**src/common/dcs_regs.vh**
```
// Purpose: Constants for the disk controller status word
// Assumes: Included by rtl/dcs_status.v
// Notes: Register offsets are the two register-select bits
`ifndef DCS_REGS_VH
`define DCS_REGS_VH
`define DCS_ADDR_STATUS 2'h0
`define DCS_ADDR_COMMAND 2'h0
`define DCS_ADDR_IRQ_MASK 2'h1
`define DCS_ADDR_IRQ_STATUS 2'h2
`define DCS_BIT_NOT_READY 7
`define DCS_BIT_PROTECT 6
`define DCS_BIT_HEAD_LOADED 5
`define DCS_BIT_RECORD_TYPE 5
`define DCS_BIT_SEEK_ERROR 4
`define DCS_BIT_NOT_FOUND 4
`define DCS_BIT_CRC 3
`define DCS_BIT_TRACK_ZERO 2
`define DCS_BIT_LOST_DATA 2
`define DCS_BIT_INDEX 1
`define DCS_BIT_DATA_REQUEST 1
`define DCS_BIT_BUSY 0
`define DCS_CLASS_POS 3'h0
`define DCS_CLASS_READ_ADDR 3'h1
`define DCS_CLASS_READ_SECTOR 3'h2
`define DCS_CLASS_READ_TRACK 3'h3
`define DCS_CLASS_WRITE_SECTOR 3'h4
`define DCS_CLASS_WRITE_TRACK 3'h5
`define DCS_IRQ_DONE 0
`define DCS_IRQ_REFUSED 1
`define DCS_IRQ_MASK_RESET 2'h0
`endif

```
**src/rtl/dcs_status.v**
```verilog
// Purpose: Status word, command class tracking and interrupt request of a disk controller
// Assumes: Engine inputs come from logic on clk; drive pins are asynchronous
// Notes: Reading the status word also clears the interrupt request
//
// How it works
// - Bit 7 is not ready or reset
// - Positioning: bit 6 inverted write protect
// - Positioning: bit 5 head load and timing
// - Positioning: bit 4 seek error, cleared updating
// - Positioning: bit 3 ID CRC error
// - Positioning: bit 2 inverted track zero
// - Positioning: bit 1 inverted index pulse
// - Bit 0 busy while command executes
// - Refuse data commands when drive not ready
// - Data: bit 6 protect on writes only
// - Data: bit 5 record type, zero on writes
// - Data: bit 4 record not found
// - Data: bit 3 ID or data CRC
// - Data: bit 2 lost data
// - Data: bit 1 mirrors data request
// - Accepted command sets busy, drops interrupt; refused one raises it
// - Interrupt clears on status read, accepted command
//
// The plain strobed port and the address map were left to the implementer.
`include "dcs_regs.vh"
`timescale 1ns/1ps
`default_nettype none
module dcs_status (
    // Clock and reset
    input wire clk,
    input wire reset_n,
    // Register port
    input wire [1:0] addr,
    input wire [7:0] wdata,
    input wire wr_stb,
    input wire rd_stb,
    output reg [7:0] rdata,
    // Drive pins; ready and head load timing active high, the rest active low
    input wire ready_in,
    input wire write_protect_in_n,
    input wire track_zero_in_n,
    input wire index_pulse_in_n,
    input wire head_load_timing_in,
    input wire master_reset_n,
    // Command engine
    input wire [2:0] cmd_class,
    input wire head_load_out,
    input wire engine_done,
    input wire err_seek,
    input wire err_crc,
    input wire err_not_found,
    input wire err_lost_data,
    input wire record_deleted,
    input wire data_request,
    output reg cmd_start,
    output reg busy,
    // Interrupts
    output reg interrupt_request,
    output reg irq
);
    reg [4:0] sync1_reg;
    reg [4:0] sync2_reg;
    reg [2:0] class_reg;
    reg seek_err_reg, crc_reg, rnf_reg, lost_reg, deleted_reg, protect_reg;
    reg [1:0] irq_status_reg;
    reg [1:0] irq_mask_reg;
    reg [7:0] status_next;
    reg [1:0] irq_set;
    wire rdy_s = sync2_reg[0];
    wire wp_n_s = sync2_reg[1];
    wire tr0_n_s = sync2_reg[2];
    wire ip_n_s = sync2_reg[3];
    wire mr_n_s = sync2_reg[4];
    wire cmd_wr = wr_stb && addr == `DCS_ADDR_COMMAND;
    wire is_write = class_reg == `DCS_CLASS_WRITE_SECTOR || class_reg == `DCS_CLASS_WRITE_TRACK;
    wire data_cmd = wdata[7];
    // Data command classes need the drive ready; positioning commands never look at it
    wire refuse = cmd_wr && data_cmd && !rdy_s;
    wire status_rd = rd_stb && addr == `DCS_ADDR_STATUS;

    // Two stages keep metastability out of the status word; head_load_timing_in bypasses them
    always @(posedge clk or negedge reset_n) begin
        if (!reset_n) begin
            sync1_reg <= 5'h1e;
            sync2_reg <= 5'h1e;
        end else begin
            sync1_reg <= {master_reset_n, index_pulse_in_n, track_zero_in_n, write_protect_in_n, ready_in};
            sync2_reg <= sync1_reg;
        end
    end

    always @* begin
        status_next = 8'h00;
        status_next[`DCS_BIT_NOT_READY] = !rdy_s || !mr_n_s;
        status_next[`DCS_BIT_BUSY] = busy;
        if (class_reg == `DCS_CLASS_POS) begin
            status_next[`DCS_BIT_PROTECT] = !wp_n_s;
            status_next[`DCS_BIT_HEAD_LOADED] = head_load_out && head_load_timing_in;
            status_next[`DCS_BIT_SEEK_ERROR] = seek_err_reg;
            status_next[`DCS_BIT_CRC] = crc_reg;
            status_next[`DCS_BIT_TRACK_ZERO] = !tr0_n_s;
            status_next[`DCS_BIT_INDEX] = !ip_n_s;
        end else begin
            status_next[`DCS_BIT_PROTECT] = is_write && protect_reg;
            status_next[`DCS_BIT_RECORD_TYPE] = class_reg == `DCS_CLASS_READ_SECTOR && deleted_reg;
            if (class_reg != `DCS_CLASS_READ_TRACK && class_reg != `DCS_CLASS_WRITE_TRACK) begin
                status_next[`DCS_BIT_NOT_FOUND] = rnf_reg;
                status_next[`DCS_BIT_CRC] = crc_reg;
            end
            status_next[`DCS_BIT_LOST_DATA] = lost_reg;
            status_next[`DCS_BIT_DATA_REQUEST] = data_request;
        end
    end

    always @* begin
        irq_set = 2'h0;
        irq_set[`DCS_IRQ_DONE] = busy && engine_done;
        irq_set[`DCS_IRQ_REFUSED] = refuse;
    end

    // Error flags live for one command; a new command clears them
    always @(posedge clk or negedge reset_n) begin
        if (!reset_n) begin
            class_reg <= `DCS_CLASS_POS;
            seek_err_reg <= 1'b0;
            crc_reg <= 1'b0;
            rnf_reg <= 1'b0;
            lost_reg <= 1'b0;
            deleted_reg <= 1'b0;
            protect_reg <= 1'b0;
            busy <= 1'b0;
            cmd_start <= 1'b0;
            interrupt_request <= 1'b0;
        end else begin
            cmd_start <= cmd_wr && !refuse;
            if (cmd_wr) begin
                class_reg <= data_cmd ? wdata[2:0] : `DCS_CLASS_POS;
                seek_err_reg <= 1'b0;
                crc_reg <= 1'b0;
                rnf_reg <= 1'b0;
                lost_reg <= 1'b0;
                deleted_reg <= 1'b0;
                protect_reg <= 1'b0;
                busy <= !refuse;
                interrupt_request <= refuse;
            end else begin
                if (busy) begin
                    if (err_seek) seek_err_reg <= 1'b1;
                    if (err_crc) crc_reg <= 1'b1;
                    if (err_not_found) rnf_reg <= 1'b1;
                    if (err_lost_data) lost_reg <= 1'b1;
                    if (record_deleted) deleted_reg <= 1'b1;
                    if (is_write && !wp_n_s) protect_reg <= 1'b1;
                end
                if (busy && engine_done) begin
                    busy <= 1'b0;
                    interrupt_request <= 1'b1;
                end else if (status_rd) begin
                    interrupt_request <= 1'b0;
                end
            end
        end
    end

    // Sticky events; set beats a write-one clear in the same cycle
    always @(posedge clk or negedge reset_n) begin
        if (!reset_n) begin
            irq_status_reg <= 2'h0;
            irq_mask_reg <= `DCS_IRQ_MASK_RESET;
            irq <= 1'b0;
            rdata <= 8'h00;
        end else begin
            if (wr_stb && addr == `DCS_ADDR_IRQ_MASK) irq_mask_reg <= wdata[1:0];
            if (wr_stb && addr == `DCS_ADDR_IRQ_STATUS)
                irq_status_reg <= (irq_status_reg & ~wdata[1:0]) | irq_set;
            else
                irq_status_reg <= irq_status_reg | irq_set;
            irq <= |(irq_status_reg & irq_mask_reg);
            if (rd_stb) begin
                case (addr)
                    `DCS_ADDR_STATUS: rdata <= status_next;
                    `DCS_ADDR_IRQ_MASK: rdata <= {6'h00, irq_mask_reg};
                    `DCS_ADDR_IRQ_STATUS: rdata <= {6'h00, irq_status_reg};
                    default: rdata <= 8'h00;
                endcase
            end else begin
                rdata <= 8'h00;
            end
        end
    end
endmodule // dcs_status
`default_nettype wire

```
**config.mk**
```make
export PLATFORM = sky130hd
export DESIGN_NAME = dcs_status
export DESIGN_NICKNAME = d
export VERILOG_FILES = /design/src/rtl/dcs_status.v
export VERILOG_INCLUDE_DIRS = /design/src /design/src/common
export SDC_FILE = /design/constraint.sdc
export NUM_CORES = 1
export LEC_CHECK = 0
export BUFFER_PORTS_ARGS = -buffer_cell sky130_fd_sc_hd__clkbuf_2
export CORE_MARGIN = 8
export CORE_UTILIZATION = 49
export DETAILED_ROUTE_END_ITERATION = 8
export GPL_TIMING_DRIVEN = 0
export PLACE_DENSITY_LB_ADDON = 0.1
export RECOVER_POWER = 100
export SLEW_MARGIN = 15
export SYNTH_ARGS = -nofsm -noshare
export SYNTH_HDL_FRONTEND = slang
export SYNTH_SLANG_ARGS = --single-unit
```
**constraint.sdc**
```tcl
create_clock -name clk -period 1.7 [get_ports clk]
set_clock_uncertainty 0.05 [all_clocks]
set_input_delay 0.085 -clock clk [delete_from_list [all_inputs] [get_ports clk]]
set_output_delay 0.085 -clock clk [all_outputs]
set_load 0.05 [all_outputs]
```
==> out/qor.csv <==
stage,metric,value,unit
worst_setup_path,timing.critical_path.max_delay_family,buffers and inverters,
cts,tritoncts.num_buffers,5,
detailed_routing,avg_vias_per_cell,5.20,
global_routing,first_global_vias,1123,
placed_design,dpl.hpwl,2.03,mm
final_layout,antenna_cells,0,
synth,ys_seq_area_share,64.4,%
timing,finalMaxSlewViolations,0,
synth,netlist_area,1380,um2
timing,period_needed,1.53,ns
synth,synth_ff_type,sky130_fd_sc_hd__dfrtp_1,
timing,worst-slew-pin-transition,0.826,ns
outcome,result_of_the_run,finished clean,
final_layout,most_common_cell_after_layout_fill_and_taps_aside,sky130_fd_sc_hd__dfrtp_1,
placed_design,routabilityCongestion,0.852,
final_layout,largest_reg_flops,8,
timing,rsz0062_at_grt,no,
power_and_ir_drop,cellLeakagePower,0.000862,uW
synth,top_cells_by_area_in_the_synthesized_netlist,"sky130_fd_sc_hd__dfrtp_1 (49%), sky130_fd_sc_hd__dfstp_2 (15%), sky130_fd_sc_hd__nand2_1 (4.9%)",
synth,syn_nets,145,
cts,clock_tree.buffer_depth,2,
synth,synth.top_cell.area_share,49.1,%
worst_setup_path,startpoint_type,input port,
detailed_routing,dr_total_vias,1092,
timing,post-route-period-util,89.8,%
global_routing,grt_antenna_before_repair,0,
cts,cts.repair_timing.setup_buffer_count,0,
global_routing,globalRouteTotalUtil,14.3,%
synth,synth_enable_flop_cells,0,
cts,clock-sinks,35,
synth,ys_seq_elements,35,
worst_setup_path,critPathCaptureType,flop,
final_layout,layout_common_cells,"sky130_fd_sc_hd__dfrtp_1 (27), sky130_fd_sc_hd__clkbuf_2 (23), sky130_fd_sc_hd__dlygate4sd3_1 (23)",
power_and_ir_drop,intPower,1380,uW
cts,clk_root_buffer_cell,sky130_fd_sc_hd__clkbuf_4,
power_and_ir_drop,power.switching,570,uW
power_and_ir_drop,comb_power_share,19.0,%
worst_setup_path,critPathMaxStageDelay,0.54,ns
detailed_routing,detail_route.first_pass.iterations,4,
synth,yosys.cell_types.count,36,
cts,cts-resized-gates,0,
die,die_area,4760,um2
worst_setup_path,arrival,1.71,ns
synth,ys.warnings.count,0,
placed_design,numPortBuffers,34,
synth,synth_top_area_cell,sky130_fd_sc_hd__dfrtp_1,
global_routing,grt_start_max_net_pins,36,
detailed_routing,antenna_violation_net_count_after_detailed_routing,0,
final_layout,layout.nets,209,
power_and_ir_drop,clkPwrFrac,30.9,%
timing,final_hold_viol_count,0,
detailed_routing,drt-wirelength-per-cell,14.9,um
die,die_w,69.0,um
die,die_y,69.0,um
cts,clock_tree_from_tritoncts,yes,
final_layout,layout-drive-gt1-share,25.1,%
power_and_ir_drop,p_sw_share,29.2,%
synth,synth-async-reset-ratio,100,%
worst_setup_path,setup.worst_path.class,input port to flop,
worst_setup_path,crit_chain,dlygate4sd3_1 -> clkbuf_1 -> nand2_1 -> nand2_1 -> dlygate4sd3_1 -> a21oi_1,
synth,post_synth.cell_area_avg,12.1,um2
detailed_routing,drt-total-wl,3.12,mm
worst_setup_path,critical-path-slowest-cell,sky130_fd_sc_hd__dlygate4sd3_1,
timing,fin_tns_setup,0,ns
cts,clk_pin_slew_worst_paths,0.11,ns
final_layout,layout.filler_cells,225,
power_and_ir_drop,power.share.sequential,50.1,%
final_layout,syn2layout_area_growth,34.0,%
timing,setup-violations-final,0,
die,floorplan.io_pins,43,
synth,syn-instance-count,114,
worst_setup_path,cp_max_fo,9,
detailed_routing,route.detailed.drc,0,
cts,worst_skew_pair.late_latency,0.34,ns
global_routing,global_route.overflow_total,0,
worst_setup_path,worst_path_required,1.88,ns
cts,number_of_h_tree_levels,2,
timing,worst_hold_slack,0.0515,ns
power_and_ir_drop,cellPowerDensity,1060,nW/um2
timing,maxClockFrequency,655,MHz
detailed_routing,detailedRoute.firstIterationViolations,68,
die,core-area,2710,um2
final_layout,utilization,68.0,%
global_routing,grt_first_pass_wirelength,5.02,mm
worst_hold_path,timing.hold.worst.class,input port to flop,
run,number_of_maximum_capacitance_violations,0,
die,placementRows,19,
die,start_util,50.7,%
timing,slew_headroom,44.9,%
power_and_ir_drop,worst_ir_drop_vdd,0.000912,V
cts,cts_hold_buf,23,
worst_setup_path,timing.critical_path.buf_inv,3,
==> worst paths after layout <==
check	startpoint	endpoint	slack, ns	depth (start not counted)
max	addr[1]	rdata[1]$_DFF_PN0_	0.17	6
min	data_request	rdata[1]$_DFF_PN0_	0.05	3
max reg2reg	busy$_DFFE_PN0P_	rdata[0]$_DFF_PN0_	0.24	4
min reg2reg	sync1_reg[3]$_DFF_PN1_	sync2_reg[3]$_DFF_PN1_	0.30	0
max in group asynchronous	reset_n	interrupt_request$_DFFE_PN0P_	0.77	2
min in group asynchronous	reset_n	rdata[3]$_DFF_PN0_	0.32	2
==> cells in the mapped netlist (2+ instances only) <==
cell type,number
sky130_fd_sc_hd__buf_2,2
sky130_fd_sc_hd__nor2_1,9
sky130_fd_sc_hd__dfstp_2,8
sky130_fd_sc_hd__inv_1,2
sky130_fd_sc_hd__buf_6,2
sky130_fd_sc_hd__mux2_2,2
sky130_fd_sc_hd__or3b_1,2
sky130_fd_sc_hd__o21ai_0,4
sky130_fd_sc_hd__a22o_1,3
sky130_fd_sc_hd__a31oi_1,2
sky130_fd_sc_hd__nand2_1,18
sky130_fd_sc_hd__a21oi_1,8
sky130_fd_sc_hd__a2bb2oi_1,2
sky130_fd_sc_hd__dfrtp_1,27
sky130_fd_sc_hd__clkbuf_1,2
==> kinds of logic (layout without fill, tap and decap cells) <==
group,Yosys count,in the layout,synth area share (%)
XOR/XNOR,1,1,0.637
flip-flops,35,35,64.4
AND/OR/NAND/NOR,41,41,16.2
buffers and inverters,8,73,3.46
AO/OA/AOI/OAI,26,26,12.9
multiplexers,3,3,2.37
==> per-layer routing <==
| layer | vias up | global-route usage, % | share of wire, % |
|---|---|---|---|
| li1 | 517 | - | - |
| met1 | 533 | 17.1 | 42 |
| met3 | 8 | 3.39 | 6.4 |
| met4 | 0 | 6.77 | 2.0 |
| met5 | - | 0 | 0 |
| met2 | 34 | 23.7 | 49 |
==> cell type report <==
cell class	count	area [um2]	area share, %
sequential	35	886	48.1
multi-input combinational	71	419	22.7
timing repair buffer	57	385	20.9
clock inverter	3	43.8	2.38
tap	31	38.8	2.10
clock buffer	5	37.5	2.04
buffer	6	25.0	1.36
inverter	2	7.51	0.407
==> power by group through the flow <==
stage                     Combinational [uW]  Clock [uW]  Sequential (uW)
final                                    370         603              979
after global routing                     401         650              988
after CTS                                385         620              979
after detailed placement                 342           0              995
after global placement                   335           0              991
after floorplan                          154           0             1070
==> worst reg2reg max path: cells and delay by family, from the launching register on <==
family / cells / cell delay [ns]
flops: 1 / 0.36
compound gates: 1 / 0.16
mux: 1 / 0.13
simple gates: 1 / 0.29
buf+inv: 1 / 0.41
==> stage by stage <==
step | cells | worst slack [ns] | cell area, um2 | power [uW]
6_report | 210 | 0.174 | 1840 | 1950
5_1_grt | 210 | 0.0958 | 1840 | 2040
4_1_cts | 210 | 0.235 | 1900 | 1980
3_5_place_dp | 179 | 0.249 | 1580 | 1340
3_3_place_gp | 179 | 0.259 | 1580 | 1330
2_1_floorplan | 114 | 0.240 | 1380 | 1220
Note: power is estimated with default switching activity, not from simulation.
